==> src/smbus_client_pkg.sv <==
// Constants, timing counts and state codes of the two-wire client port.
// Assumes a 20 MHz system clock and a pulled-up, open-drain bus.

`default_nettype none

package smbus_client_pkg;

  localparam logic [6:0]  CLIENT_ADDR     = 7'h28;
  localparam logic [7:0]  PTR_RESET       = 8'h00;
  localparam logic [7:0]  PTR_STEP        = 8'h01;
  localparam logic [2:0]  LAST_BIT        = 3'h7;

  localparam longint      CLK_HZ          = 20_000_000;
  localparam longint      LOW_TIMEOUT_MS  = 30;
  localparam longint      IDLE_TIMEOUT_US = 200;
  // Longest wait rounds down; least idle time rounds up.
  localparam longint      LOW_TIMEOUT_CYC =
    (CLK_HZ * LOW_TIMEOUT_MS) / 1000;
  localparam longint      IDLE_CYC_L      =
    (CLK_HZ * IDLE_TIMEOUT_US + 999_999) / 1_000_000;
  localparam logic [12:0] IDLE_CYC        = IDLE_CYC_L[12:0];

  typedef enum logic [2:0]
  {
    ST_IDLE     = 3'b000,
    ST_ADDR     = 3'b001,
    ST_ADDR_ACK = 3'b010,
    ST_RX       = 3'b011,
    ST_RX_ACK   = 3'b100,
    ST_TX       = 3'b101,
    ST_TX_ACK   = 3'b110,
    ST_IGNORE   = 3'b111
  } client_state_e;

endpackage

`default_nettype wire

==> src/pin_sync.sv <==
// Three-stage synchroniser with agreement filter for one bus pin.
// Assumes the pin is asynchronous to clk_i; output idles at RESET_VAL.

`default_nettype none

module pin_sync
#(
  parameter logic RESET_VAL = 1'b1
)
(
  // Clock and reset
  input  wire logic clk_i,
  input  wire logic rst_i,
  // Pin and filtered level
  input  wire logic pin_i,
  output var  logic level_o
);

  logic stage1;
  logic stage2;
  logic stage3;

  // The first stage feeds only the second, so metastability stays contained.
  always_ff @(posedge clk_i)
  begin
    if (rst_i)
    begin
      stage1 <= RESET_VAL;
      stage2 <= RESET_VAL;
      stage3 <= RESET_VAL;
    end
    else
    begin
      stage1 <= pin_i;
      stage2 <= stage1;
      stage3 <= stage2;
    end
  end

  always_ff @(posedge clk_i)
  begin
    if (rst_i)
      level_o <= RESET_VAL;
    else if (stage2 == stage3)
      level_o <= stage3;
  end

endmodule

`default_nettype wire

==> src/smbus_client.sv <==
// Two-wire target port: start, stop, address match, byte transfers and the
// register pointer, plus optional clock-low and idle timeouts.
// Assumes the register map answers reg_rdata_i for reg_addr_o within one
// clock, and that the bus lines are open drain with external pull-ups.

`default_nettype none

module smbus_client
  import smbus_client_pkg::*;
#(
  parameter int unsigned TIMEOUT_CYCLES = int'(LOW_TIMEOUT_CYC)
)
(
  // Clock and reset
  input  wire logic       clk_i,
  input  wire logic       rst_i,
  // Bus pins
  input  wire logic       bus_clock_pin_i,
  input  wire logic       bus_data_pin_i,
  output var  logic       bus_data_pin_o,
  output var  logic       bus_data_pin_oe_o,
  // Configuration
  input  wire logic       timeout_en_i,
  input  wire logic       lowest_power_sleep_bit_i,
  // Register map side
  output var  logic [7:0] reg_addr_o,
  output var  logic [7:0] reg_wdata_o,
  output var  logic       reg_we_o,
  output var  logic       reg_rd_o,
  input  wire logic [7:0] reg_rdata_i,
  // Status
  output var  logic       awake_o,
  output var  logic       busy_o
);

  import smbus_client_pkg::*;

  logic          scl_s;
  logic          sda_s;
  logic          scl_q;
  logic          sda_q;
  logic          scl_rise;
  logic          scl_fall;
  logic          start_ev;
  logic          stop_ev;
  logic          timeout_ev;
  logic          to_en;
  logic [19:0]   low_cnt;
  logic [12:0]   idle_cnt;
  client_state_e state;
  logic [2:0]    bit_cnt;
  logic          byte_full;
  logic [7:0]    rx_sh;
  logic [7:0]    tx_sh;
  logic          read_dir;
  logic          first_byte;
  logic          host_ack;
  logic          rx_done;
  logic          tx_done;
  logic          tx_load;
  logic [7:0]    ptr;

  // The address compare is shared by the sequencer and the acknowledge drive.
  function automatic logic own_addr(input logic [7:0] b);
    return b[7:1] == CLIENT_ADDR;
  endfunction

  // Oversampling at 20 MHz leaves ample margin even at 400 kHz.
  pin_sync #(.RESET_VAL(1'b1)) u_scl_sync
  (
    .clk_i   (clk_i),
    .rst_i   (rst_i),
    .pin_i   (bus_clock_pin_i),
    .level_o (scl_s)
  );

  pin_sync #(.RESET_VAL(1'b1)) u_sda_sync
  (
    .clk_i   (clk_i),
    .rst_i   (rst_i),
    .pin_i   (bus_data_pin_i),
    .level_o (sda_s)
  );

  always_ff @(posedge clk_i)
  begin
    if (rst_i)
    begin
      scl_q <= 1'b1;
      sda_q <= 1'b1;
    end
    else
    begin
      scl_q <= scl_s;
      sda_q <= sda_s;
    end
  end

  assign scl_rise = scl_s & ~scl_q;
  assign scl_fall = ~scl_s & scl_q;
  assign start_ev = scl_s & scl_q & sda_q & ~sda_s;
  assign stop_ev  = scl_s & scl_q & ~sda_q & sda_s;

  // Enable is held low through reset so timeouts start disabled.
  always_ff @(posedge clk_i)
  begin
    if (rst_i)
      to_en <= 1'b0;
    else
      to_en <= timeout_en_i;
  end

  // Counters saturate so a stuck bus fires the reset only once.
  always_ff @(posedge clk_i)
  begin
    if (rst_i || !to_en || scl_s)
      low_cnt <= 20'h00000;
    else if (low_cnt != 20'hfffff)
      low_cnt <= low_cnt + 20'h00001;
  end

  always_ff @(posedge clk_i)
  begin
    if (rst_i || !to_en || !scl_s || !sda_s)
      idle_cnt <= 13'h0000;
    else if (idle_cnt != 13'h1fff)
      idle_cnt <= idle_cnt + 13'h0001;
  end

  assign timeout_ev = to_en && state != ST_IDLE &&
    ((low_cnt == 20'(TIMEOUT_CYCLES)) ||
     (idle_cnt == IDLE_CYC + 13'h0001));

  assign rx_done = scl_fall && byte_full && state == ST_RX;
  assign tx_done = scl_fall && state == ST_TX && bit_cnt == LAST_BIT;
  assign tx_load = scl_fall && !start_ev && !stop_ev && !timeout_ev &&
    ((state == ST_ADDR_ACK && read_dir) ||
     (state == ST_TX_ACK && host_ack));

  // Main protocol sequencer; start wins over every state, stop and timeouts
  // return to idle.
  always_ff @(posedge clk_i)
  begin
    if (rst_i)
    begin
      state      <= ST_IDLE;
      bit_cnt    <= 3'h0;
      byte_full  <= 1'b0;
      rx_sh      <= 8'h00;
      tx_sh      <= 8'h00;
      read_dir   <= 1'b0;
      first_byte <= 1'b0;
      host_ack   <= 1'b0;
    end
    else if (start_ev)
    begin
      state     <= ST_ADDR;
      bit_cnt   <= 3'h0;
      byte_full <= 1'b0;
    end
    else if (stop_ev || timeout_ev)
    begin
      state     <= ST_IDLE;
      byte_full <= 1'b0;
    end
    else
    begin
      if (scl_rise && (state == ST_ADDR || state == ST_RX))
      begin
        rx_sh     <= {rx_sh[6:0], sda_s};
        bit_cnt   <= bit_cnt + 3'h1;
        byte_full <= (bit_cnt == LAST_BIT);
      end
      if (scl_rise && state == ST_TX_ACK)
        host_ack <= ~sda_s;
      if (scl_fall)
      begin
        unique case (state)
          ST_IDLE, ST_IGNORE:
            state <= state;
          ST_ADDR:
            if (byte_full)
            begin
              byte_full <= 1'b0;
              read_dir  <= rx_sh[0];
              if (own_addr(rx_sh))
                state <= ST_ADDR_ACK;
              else
                state <= ST_IGNORE;
            end
          ST_ADDR_ACK:
          begin
            bit_cnt    <= 3'h0;
            first_byte <= 1'b1;
            if (read_dir)
            begin
              tx_sh <= reg_rdata_i;
              state <= ST_TX;
            end
            else
              state <= ST_RX;
          end
          ST_RX:
            if (byte_full)
            begin
              byte_full <= 1'b0;
              state     <= ST_RX_ACK;
            end
          ST_RX_ACK:
          begin
            first_byte <= 1'b0;
            bit_cnt    <= 3'h0;
            state      <= ST_RX;
          end
          ST_TX:
            if (bit_cnt == LAST_BIT)
              state <= ST_TX_ACK;
            else
            begin
              bit_cnt <= bit_cnt + 3'h1;
              tx_sh   <= {tx_sh[6:0], 1'b0};
            end
          ST_TX_ACK:
            if (host_ack)
            begin
              bit_cnt <= 3'h0;
              tx_sh   <= reg_rdata_i;
              state   <= ST_TX;
            end
            else
              state <= ST_IGNORE;
        endcase
      end
    end
  end

  // Data line drive. The clock line is only ever an input here.
  always_ff @(posedge clk_i)
  begin
    bus_data_pin_o <= 1'b0;
    if (rst_i || start_ev || stop_ev || timeout_ev)
      bus_data_pin_oe_o <= 1'b0;
    else if (scl_fall)
    begin
      if ((state == ST_ADDR && byte_full && own_addr(rx_sh)) ||
          (state == ST_RX && byte_full))
        bus_data_pin_oe_o <= 1'b1;
      else if (tx_load)
        bus_data_pin_oe_o <= ~reg_rdata_i[7];
      else if (state == ST_TX && bit_cnt != LAST_BIT)
        bus_data_pin_oe_o <= ~tx_sh[6];
      else
        bus_data_pin_oe_o <= 1'b0;
    end
  end

  // Pointer survives stops and timeouts; only reset clears it.
  always_ff @(posedge clk_i)
  begin
    if (rst_i)
      ptr <= PTR_RESET;
    else if (!start_ev && !stop_ev && !timeout_ev)
    begin
      if (rx_done && first_byte)
        ptr <= rx_sh;
      else if (rx_done)
        ptr <= ptr + PTR_STEP;
      else if (tx_done)
        ptr <= ptr + PTR_STEP;
    end
  end

  // Write strobe carries the pointer value from before its increment.
  always_ff @(posedge clk_i)
  begin
    if (rst_i)
    begin
      reg_we_o    <= 1'b0;
      reg_rd_o    <= 1'b0;
      reg_wdata_o <= 8'h00;
      reg_addr_o  <= PTR_RESET;
    end
    else
    begin
      reg_we_o   <= rx_done && !first_byte && !start_ev && !stop_ev &&
                    !timeout_ev;
      reg_rd_o   <= tx_load;
      reg_addr_o <= ptr;
      if (rx_done)
        reg_wdata_o <= rx_sh;
    end
  end

  // Sleep is never cleared here; the wake request just follows the
  // transfer. Pointer-only accesses in sleep behave as awake ones.
  always_ff @(posedge clk_i)
  begin
    if (rst_i)
    begin
      awake_o <= 1'b0;
      busy_o  <= 1'b0;
    end
    else
    begin
      awake_o <= lowest_power_sleep_bit_i && state != ST_IDLE &&
                 state != ST_IGNORE && state != ST_ADDR;
      busy_o  <= state != ST_IDLE;
    end
  end

endmodule

`default_nettype wire

==> config.mk <==
export PLATFORM = sky130hd
export DESIGN_NAME = smbus_client
export DESIGN_NICKNAME = d
export VERILOG_FILES = /design/src/smbus_client_pkg.sv /design/src/pin_sync.sv /design/src/smbus_client.sv
export SDC_FILE = /design/constraint.sdc
export NUM_CORES = 1
export LEC_CHECK = 0
export BUFFER_PORTS_ARGS = -buffer_cell sky130_fd_sc_hd__buf_2
export CAP_MARGIN = 0
export CORE_ASPECT_RATIO = 1.5
export CORE_MARGIN = 1.5
export CORE_UTILIZATION = 58
export DETAILED_ROUTE_END_ITERATION = 8
export GPL_TIMING_DRIVEN = 0
export PLACE_DENSITY = 0.79
export SYNTH_ARGS = -nofsm -noshare
export SYNTH_HDL_FRONTEND = slang
export SYNTH_SLANG_ARGS = --single-unit
==> constraint.sdc <==
create_clock -name clk_i -period 3.8 [get_ports clk_i]
set_input_delay 0.38 -clock clk_i [delete_from_list [all_inputs] [get_ports clk_i]]
set_output_delay 0.38 -clock clk_i [all_outputs]
set_load 0.02 [all_outputs]
==> metrics, run 1 <==
run status completed; Switching Share between 20% and 30%; fraction of the mapped netlist area in simple logic gates roughly 28%; WL final 9580 microns; Seq pwr share between 50% and 60%; CTS sink cnt 98; n_diodes 0; worst hold stages 2; Remaining DRCs 0; wire per inst roughly 14 microns; post-CTS sizing 0; DR vias 3,787; Hold Crit Class input pin to flop; P_sw between 400 and 500 uW; Clock Power Share about 47%; fin. max-slew vios 0; worst path required time between 4 and 5 ns; DRT iter0 DRCs 251; pre-CTS setup slack 1.39 ns; Rows 39; Hold Startpoint bus_data_pin_i; first-pass GRT wire length 16,300 microns; Synth area leaders dfxtp_1, nor2_1, mux2i_1; max_cap viols 0; IO Port Bufs 34; Synth Flop Type dfxtp_1; nets@finish approximately 580; most frequent cells in the layout dfxtp_1, nor2_1, buf_2; Reg2Reg Setup Slack ~1.4 ns; Max Freq 0.416 GHz; setup TNS 0 ns; Leakage between 0.0015 and 0.002 uW; Post-synth EDFFs 0; DR pass1 iterations 4; Non-Filler Instances roughly 660; vias in the first global route approximately 3,700; final worst path period need between 2 and 2.5 ns; Clock Skew 0.00624 ns; critical path peak fanout 8; Synth Area in Compound Gates around 11%; Synth top area share between 40% and 50%; CTS Hold Bufs 0; PwrDens 392 mW/mm^2; worst r2r src low_cnt[11]$_SDFFE_PP0P_; Setup crit end kind flop; RD Place Congestion between 0.9 and 1; Logic pwr share 1.7%; Synth Instances slightly above 500; Tcrit/Tclk final 63.2%; Worst Setup Start Kind flop; number of fill cells in the layout about 640; I/O pin cnt 36; pin count of the biggest net entering global routing 17; Post-CTS Setup Inserts 0; DRT antenna net count 0; CTS buffer count 9; WHS Endpoint u_sda_sync.stage1$_SDFF_PP1_; Synth async-reset ratio 0%; layout cells sized above 1 13.2%; CTS Buffer Depth 2; Mapped Nets 531; Critical Path AT 2.62 ns; CTS tree done; Die X 74.7 microns; Setup CP Type flop to flop; # setup viols final 0; Util after Layout approximately two thirds; insertion delay to the later sink of the worst-skew pair approximately 0.35 ns; Int Pwr between 1500 and 2000 uW; Worst VDD drop 0.000426 V; Syn. warnings 0; reg2reg path depth 8; initial core utilization between 50% and 60%; Worst Max-Slew Pin Slew between 0.7 and 0.8 ns; FF+latch count, synth 98; Core Box Area around 0.0076 sq mm; root buf cell clkbuf_16; sequential area share after synthesis between 40% and 50%; Post-Syn Area per Cell between 8 and 9 sq um; H-Tree Depth 3; Area Growth Syn to Fin 13.5%; commonest non-fill, non-tap cell in the layout dfxtp_1; RSZ-0062 raised after global routing no; die area 0.00827 sq mm; GRT Overall Usage between 20% and 30%; initial antenna violation count 0; post-DR vias/cell ~5.7; global route overflow 0; height of the die 111 microns; Synth Area in Adders 1.96%; R2R Path End tx_sh[1]$_SDFFE_PP0P_; Clock transition at path regs roughly 0.060 ns; largest family of logic cells by synthesized area simple AND/OR/NAND/NOR gates; DPL Wire Length between 6000 and 7000 microns; biggest area consumer among synthesized cells dfxtp_1; setup ws final about 1.4 ns; dpl cells 646; Mapped Area ~0.0045 sq mm; Synth Area in XOR/XNOR approximately 4.5%; synth unique cells between 50 and 60; max_slew headroom a little over half; mux cell area share after synthesis about 7.5%; endpoints failing hold 0
-- cell families after synthesis --
kind of cell | Yosys count
AO/OA/AOI/OAI | 77
multiplexers | 33
AND/OR/NAND/NOR | 238
buffers and inverters | 33
flip-flops | 98
adder cells (fa/ha/maj) | 7
XOR/XNOR | 23
other | 1
-- worst max path at each step --
stage	depth (start not counted)	startpoint	endpoint	slack, ns
final	8	low_cnt[11]$_SDFFE_PP0P_	tx_sh[1]$_SDFFE_PP0P_	1.40
after global routing	7	scl_q$_SDFF_PP1_	ptr[5]$_SDFFE_PP0P_	1.23
after CTS	8	low_cnt[11]$_SDFFE_PP0P_	tx_sh[3]$_SDFFE_PP0P_	1.38
after detailed placement	8	low_cnt[11]$_SDFFE_PP0P_	tx_sh[3]$_SDFFE_PP0P_	1.39
after global placement	8	low_cnt[11]$_SDFFE_PP0P_	tx_sh[1]$_SDFFE_PP0P_	1.42
after floorplan	8	low_cnt[11]$_SDFFE_PP0P_	tx_sh[1]$_SDFFE_PP0P_	1.66
-- power by group through the flow --
stage               registers (uW)  clock network [uW]  logic, uW
floorplan                     1060                   0       20.7
global placement              1060                   0       34.5
detailed placement            1060                   0       35.1
CTS                           1030                 941       35.3
global route                  1030                 979       38.3
finish                        1030                 926       34.6
-- metal layers --
metal	up-vias	global-route usage, %	routed length [microns]	share of wire [%]
met5	-	0	0	0
met4	0	12.6	285	3.0
met3	21	5.29	342	3.6
met2	90	43.1	5010	52
met1	1779	28.6	3940	41
li1	1897	-	-	-
-- worst max-delay path, cell delays in order (launching register included) --
cell and delay [ns]:
dfxtp_1 0.31, buf_6 0.13, or4b_1 0.48, or4_1 0.44
o211ai_2 0.32, o21bai_1 0.19, buf_6 0.17, mux2i_1 0.19
nor2_1 0.05
-- layout make-up --
class | count | area [sq um] | share of cell area (%)
multi-input combinational | 379 | 2360 | 46.4
sequential | 98 | 1960 | 38.6
clock buffer | 11 | 243 | 4.78
timing repair buffer | 34 | 170 | 3.35
buffer | 26 | 130 | 2.56
tap | 102 | 128 | 2.51
clock inverter | 5 | 62.6 | 1.23
inverter | 7 | 26.3 | 0.517
-- state kept, by name (all words and copies together), names as in the netlist, 3 cells and up --
signal	cells
bit_cnt	3
idle_cnt	13
low_cnt	20
ptr	8
reg_addr_o	8
reg_wdata_o	8
rx_sh	8
state	3
tx_sh	7
-- metrics by stage --
stage          hold WS [ns]  power (uW)  area, sq um
2_1_floorplan         0.389        1080         4480
3_3_place_gp          0.397        1090         4780
3_5_place_dp          0.408        1090         4780
4_1_cts               0.206        2010         5080
5_1_grt               0.205        2050         5080
6_report              0.213        1990         5080
-- synthesized netlist by cell type, drive strengths merged (2+ instances only) --
master	count
nand4b	4
and4b	2
or4	3
a21o	3
a41oi	2
a31oi	5
nor4	7
mux2	6
or2	10
nand2b	4
buf	9
and3b	2
nor4bb	4
nor2b	16
a211oi	5
inv	6
nand3	19
o21ai	15
nand2	32
nor3b	4
xnor2	11
ha	7
and4	5
a21oi	21
nand4	12
or3	3
and3	9
o21bai	4
dfxtp	98
nor3	19
clkbuf	17
mux2i	27
o211ai	2
nor2	79
xor2	12
a22oi	3
o31ai	10
Note: power is estimated with default switching activity, not from simulation.
==> inputs of run 2 (changes only) <==
--- a/config.mk
+++ b/config.mk
@@ -9,10 +9,10 @@
 export CAP_MARGIN = 0
 export CORE_ASPECT_RATIO = 1.5
 export CORE_MARGIN = 1.5
-export CORE_UTILIZATION = 58
+export CORE_UTILIZATION = 54
 export DETAILED_ROUTE_END_ITERATION = 8
 export GPL_TIMING_DRIVEN = 0
-export PLACE_DENSITY = 0.79
+export PLACE_DENSITY = 0.77
 export SYNTH_ARGS = -nofsm -noshare
 export SYNTH_HDL_FRONTEND = slang
 export SYNTH_SLANG_ARGS = --single-unit
==> constraint.sdc (replaced) <==
create_clock -name clk_i -period 2.15 [get_ports clk_i]
set_input_delay 0.215 -clock clk_i [delete_from_list [all_inputs] [get_ports clk_i]]
set_output_delay 0.215 -clock clk_i [all_outputs]
set_load 0.02 [all_outputs]
==> run 2 against run 1 <==
Effect of this change:
- the flow now finishes with violations (setup timing)
- clock power up 98%
- setup slack worse by 1.5 ns
- cell count is 0.91% higher
- sequential power increased by 77%
- via count rose by 2.3%
- clock skew is 0.0020 ns lower
- design area increased by 4.5%
- die area grew 7.2%
- maximum frequency grew 6.1%
- largest power group is now the clock network
==> metrics, run 2 (same netlist as run 1, synthesis figures left out) <==
Util after Layout 66.3%; endpoints failing hold 0; CTS buffer count 9; CTS Buffer Depth 2; initial core utilization a little under three fifths; run status finished with violations; PwrDens approximately 700 mW/mm^2; Worst Setup Start Kind flop; worst path required time about 2.4 ns; I/O pin cnt 36; worst hold stages 2; WL final a little over 10,000 microns; pin count of the biggest net entering global routing 16; most frequent cells in the layout dfxtp_1, nor2_1, buf_2; Area Growth Syn to Fin 18.6%; max incr delay on CP 0.49 ns; global route overflow 0; layout cells sized above 1 between 10% and 20%; Critical Path AT 2.48 ns; DR vias 3,873; reg2reg path depth 7; GRT Overall Usage about a quarter; number of fill cells in the layout between 600 and 700; Fin Hold WS between 0.05 and 0.06 ns; max_slew headroom roughly 54%; Hold Startpoint bus_data_pin_i; n_diodes 0; cells along the critical path or4b_1 -> or4_4 -> o211ai_4 -> o21bai_4 -> buf_6 -> mux2i_1 -> nor2_1; Clock Skew approximately 0.0042 ns; Crit path buffers/inverters 1; DR pass1 iterations 4; nets@finish just under 600; RSZ-0062 raised after global routing yes; Rows 40; final worst path period need between 2 and 2.5 ns; Reg2Reg Setup Slack -0.11 ns; insertion delay to the later sink of the worst-skew pair between 0.3 and 0.4 ns; R2R Path End tx_sh[3]$_SDFFE_PP0P_; Remaining DRCs 0; Worst Max-Slew Pin Slew 0.676 ns; Sequential cell area roughly 0.0020 sq mm; worst r2r src low_cnt[11]$_SDFFE_PP0P_; first-pass GRT wire length between 15,000 and 20,000 microns; wire per inst ~15 microns; CTS Hold Bufs 0; DRT antenna net count 0; H-Tree Depth 3; RD Place Congestion around 0.93; DPL Wire Length 6970 microns; Multi-input gate area 0.00250 sq mm; max_cap viols 0; Setup crit end kind flop; Worst VDD drop 0.000590 V; Slowest-stage cell, CP or4b_1; failing checks setup timing; CTS tree done; Setup CP Type flop to flop; IO Port Bufs 34; critical path peak fanout 8; CP delay by family, top simple AND/OR/NAND/NOR gates; Die X ~77 microns; Leakage just over 0.002 uW; Core Box Area ~0.0080 sq mm; Max Freq around 0.44 GHz; commonest non-fill, non-tap cell in the layout dfxtp_1; Tcrit/Tclk final 105%; CTS sink cnt between 90 and 100; DRT iter0 DRCs 221; die area 0.00886 sq mm; vias in the first global route 3,754; # setup viols final 15; Clock transition at path regs approximately 0.060 ns; fin. max-slew vios 0; setup ws final -0.115 ns; initial antenna violation count 0; max FFs per register 20; height of the die 115 microns; largest registers low_cnt (20), idle_cnt (13); post-DR vias/cell just under 6; WHS Endpoint u_sda_sync.stage1$_SDFF_PP1_; Reg with most FFs low_cnt; root buf cell clkbuf_16; Hold Crit Class input pin to flop
run 2: cell type report:
type / instances / area share [%]
plain buffers: 24 / 2.33
clock buffers: 10 / 4.50
clock inverters: 5 / 1.93
inverters: 7 / 0.565
multi-input cells: 379 / 47.0
flip-flops and latches: 98 / 37.1
well taps: 105 / 2.47
repair buffers: 40 / 4.12
run 2: worst register-to-register path, stage by stage (launching register included):
cell and delay [ns]:
dfxtp_4 0.34, or4b_1 0.49, or4_4 0.46, o211ai_4 0.28, o21bai_4 0.18, buf_6 0.15, mux2i_1 0.18, nor2_1 0.05
run 2: worst max path at each step:
| stage | from | endpoint | slack (ns) | cells after the start |
|---|---|---|---|---|
| after detailed placement | low_cnt[11]$_SDFFE_PP0P_ | tx_sh[4]$_SDFFE_PP0P_ | -0.27 | 8 |
| after global routing | bit_cnt[0]$_SDFFE_PP0N_ | ptr[0]$_SDFFE_PP0P_ | -0.21 | 9 |
| after global placement | low_cnt[11]$_SDFFE_PP0P_ | tx_sh[1]$_SDFFE_PP0P_ | -0.27 | 8 |
| after CTS | low_cnt[11]$_SDFFE_PP0P_ | tx_sh[3]$_SDFFE_PP0P_ | -0.21 | 7 |
| after floorplan | low_cnt[11]$_SDFFE_PP0P_ | tx_sh[1]$_SDFFE_PP0P_ | 0.008 | 8 |
| final | low_cnt[11]$_SDFFE_PP0P_ | tx_sh[3]$_SDFFE_PP0P_ | -0.11 | 7 |
run 2: report_power, final:
group / internal [uW] / switching, uW / total, uW
clock network: 1160 / 669 / 1830
registers: 1820 / 4.23 / 1820
logic: 26.1 / 37.1 / 63.2
total: 3010 / 710 / 3720
run 2: per-layer routing:
metal | track usage (%) | vias up | wire length (microns) | part of all wire, %
li1 | - | 1909 | - | -
met1 | 25.4 | 1828 | 3990 | 39
met2 | 43.3 | 104 | 5510 | 54
met3 | 3.82 | 32 | 336 | 3.3
met4 | 14.4 | 0 | 397 | 3.9
met5 | 0 | - | 0 | 0
run 2: stage by stage:
step	setup slack (ns)	TNS (ns)	total power, uW	cell area [sq um]	std cells
5_1_grt	-0.207	-2.28	3820	5310	668
2_1_floorplan	0.00751	0	1900	4480	510
3_5_place_dp	-0.268	-5.11	1930	4780	649
6_report	-0.115	-1.15	3720	5310	668
4_1_cts	-0.211	-2.17	3750	5210	666
3_3_place_gp	-0.266	-4.21	1930	4780	649
run 2: timing repair:
action                     CTS  global route
pin swaps                   11             4
resized for setup           25            20
setup buffers                2             3
setup endpoints to repair   38            33
cloned                       1             0
==> inputs of run 3 (changes only) <==
--- a/config.mk
+++ b/config.mk
@@ -15,4 +15,5 @@
 export PLACE_DENSITY = 0.77
 export SYNTH_ARGS = -nofsm -noshare
 export SYNTH_HDL_FRONTEND = slang
+export SYNTH_HIERARCHICAL = 1
 export SYNTH_SLANG_ARGS = --single-unit
==> run 3 against run 2 <==
Effect of this change:
- the run now ends clean
- critical path type unchanged
- via count grew 5.2%
- first-iteration DRC count shrank 29%
- count of clock-buffer cells in the layout shrank 1
- die area grew 3.9%
- global-route usage grew 1.8 points
- non-clock buffer count is the same
==> metrics, run 3 <==
run status completed; RSZ-0062 raised after global routing no; setup ws final approximately 0.10 ns; GRT Overall Usage between 20% and 30%; initial antenna violation count 0; root buf cell clkbuf_16; final worst path period need roughly 2.0 ns; biggest area consumer among synthesized cells dfxtp_1; sequential area share after synthesis between 40% and 50%; die area between 0.009 and 0.01 sq mm; FF+latch count, synth 98; first-pass GRT wire length 18,600 microns; wire per inst approximately 16 microns; Area Growth Syn to Fin 14.2%; global route overflow 0; largest registers low_cnt (20), idle_cnt (13); I/O pin cnt 36; Reg with most FFs low_cnt; pre-CTS setup slack -0.0914 ns; Critical Path AT about 2.3 ns; H-Tree Depth 3; PwrDens 663 mW/mm^2; fin. max-slew vios 0; Mapped Nets roughly 540; Syn. warnings 6; Mapped Area around 0.0047 sq mm; initial core utilization 55.4%; CTS Hold Bufs 0; Total Power approximately 3500 uW; DR pass1 iterations 5; worst path required time approximately 2.4 ns; most common cell in the netlist dfxtp_1; Final Cell Area between 0.005 and 0.006 sq mm; pin count of the biggest net entering global routing 18; Setup CP Type flop to flop; Placement Cell Area 0.00496 sq mm; DRT antenna net count 0; post-DR vias/cell roughly 6; Remaining DRCs 0; Synth area leaders dfxtp_1, mux2i_1, nor2_1; Core Box Area ~0.0084 sq mm; Hold Crit Class input pin to flop; Synth top cells by count dfxtp_1, nor2_1, nand2_1; Rows between 40 and 50; Clock transition at path regs ~0.070 ns; most frequent cells in the layout dfxtp_1, nor2_1, nand2_1; max FFs per register 20; endpoints failing hold 0; Post-synth EDFFs 0; layout cells sized above 1 between 10% and 20%; max_cap viols 0; Synth Instances about 520; Synth async-reset ratio 0%; insertion delay to the later sink of the worst-skew pair roughly 0.35 ns; DR vias between 4,000 and 5,000; RD Place Congestion slightly above 0.9; Worst VDD drop between 0.0004 and 0.0005 V; setup TNS 0 ns; max_slew headroom approximately 58%; Worst Setup Start Kind flop; DRT iter0 DRCs roughly 160; Clock Skew roughly 0.009 ns; Synth top area share between 40% and 50%; Tcrit/Tclk final about 95%; CTS buffer count 9; Die X around 80 microns; Max Freq 0.489 GHz; CTS Buffer Depth 2; n_diodes 0; synth unique cells just under 70; critical path peak fanout 10; IO Port Bufs 34; WL final roughly 11,000 microns; DPL Wire Length 7920 microns; CTS sink cnt 98; Synth Flop Type dfxtp_1; nets@finish about 600; height of the die approximately 120 microns; Leakage ~0.0019 uW; Setup crit end kind flop; commonest non-fill, non-tap cell in the layout dfxtp_1; CTS tree done; Post-Syn Area per Cell ~8.9 sq um; vias in the first global route ~4,000; # setup viols final 0; Worst Max-Slew Pin Slew ~0.64 ns
run 3: final timing paths:
check | from | depth (start not counted) | slack (ns) | end
max | idle_cnt[0]$_SDFFE_PP0P_ | 8 | 0.10 | tx_sh[6]$_SDFFE_PP0P_
min | bus_clock_pin_i | 2 | 0.04 | u_scl_sync/stage1$_SDFF_PP1_
max reg2reg | idle_cnt[0]$_SDFFE_PP0P_ | 8 | 0.10 | tx_sh[6]$_SDFFE_PP0P_
min reg2reg | u_sda_sync/stage1$_SDFF_PP1_ | 1 | 0.42 | u_sda_sync/stage2$_SDFF_PP1_
run 3: logic make-up after synthesis:
group                    count (synthesis)  synth area share, %
other                                    1               0.0805
AND/OR/NAND/NOR                        217                 25.7
XOR/XNOR                                22                 4.13
adder cells (fa/ha/maj)                  7                 1.88
multiplexers                            26                 5.58
flip-flops                              98                 42.1
AO/OA/AOI/OAI                          108                 16.2
buffers and inverters                   43                 4.27
run 3: worst max-delay path, stage by stage, from the launching register on:
cell and delay, ns:
dfxtp_1 0.41, ha_1 0.17, nor4b_1 0.27, nand4_1 0.25
o41a_1 0.19, buf_6 0.16, clkbuf_4 0.20, a31oi_1 0.19
a211oi_2 0.06
run 3: area by class of cell:
class,instances,area [sq um]
Sequential cell,98,1960
Buffer,29,153
Tap cell,107,134
Fill cell,734,3090
Clock inverter,7,76.3
Clock buffer,9,225
Multi-Input combinational cell,381,2540
Timing Repair Buffer,35,178
Inverter,13,48.8
run 3: power breakdown:
part	internal, uW	switching [uW]
Combinational	22.5	40.1
Sequential	1820	5.11
Clock	914	726
run 3: timing repair:
| action | CTS | global route |
|---|---|---|
| setup buffers | 0 | 1 |
| pin swaps | 1 | 2 |
| setup endpoints to repair | 9 | 28 |
| resized for setup | 2 | 14 |
run 3: stage by stage:
| step | util, % | hold WS (ns) | std cells |
|---|---|---|---|
| floorplan | - | 0.295 | 522 |
| global placement | 59.0 | 0.387 | 663 |
| detailed placement | 59.0 | 0.398 | 663 |
| CTS | 62.6 | 0.0412 | 678 |
| global route | 63.3 | 0.0426 | 679 |
| finish | 63.3 | 0.0438 | 679 |
run 3: per-layer routing:
metal  vias up  track usage [%]  routed length, microns  part of all wire, %
met5         -                0                       0                    0
met1      1942             27.8                    4480                   40
met3        30             5.66                     396                  3.6
met2        96             46.8                    5880                   53
met4         0             12.0                     374                  3.4
li1       2005                -                       -                    -
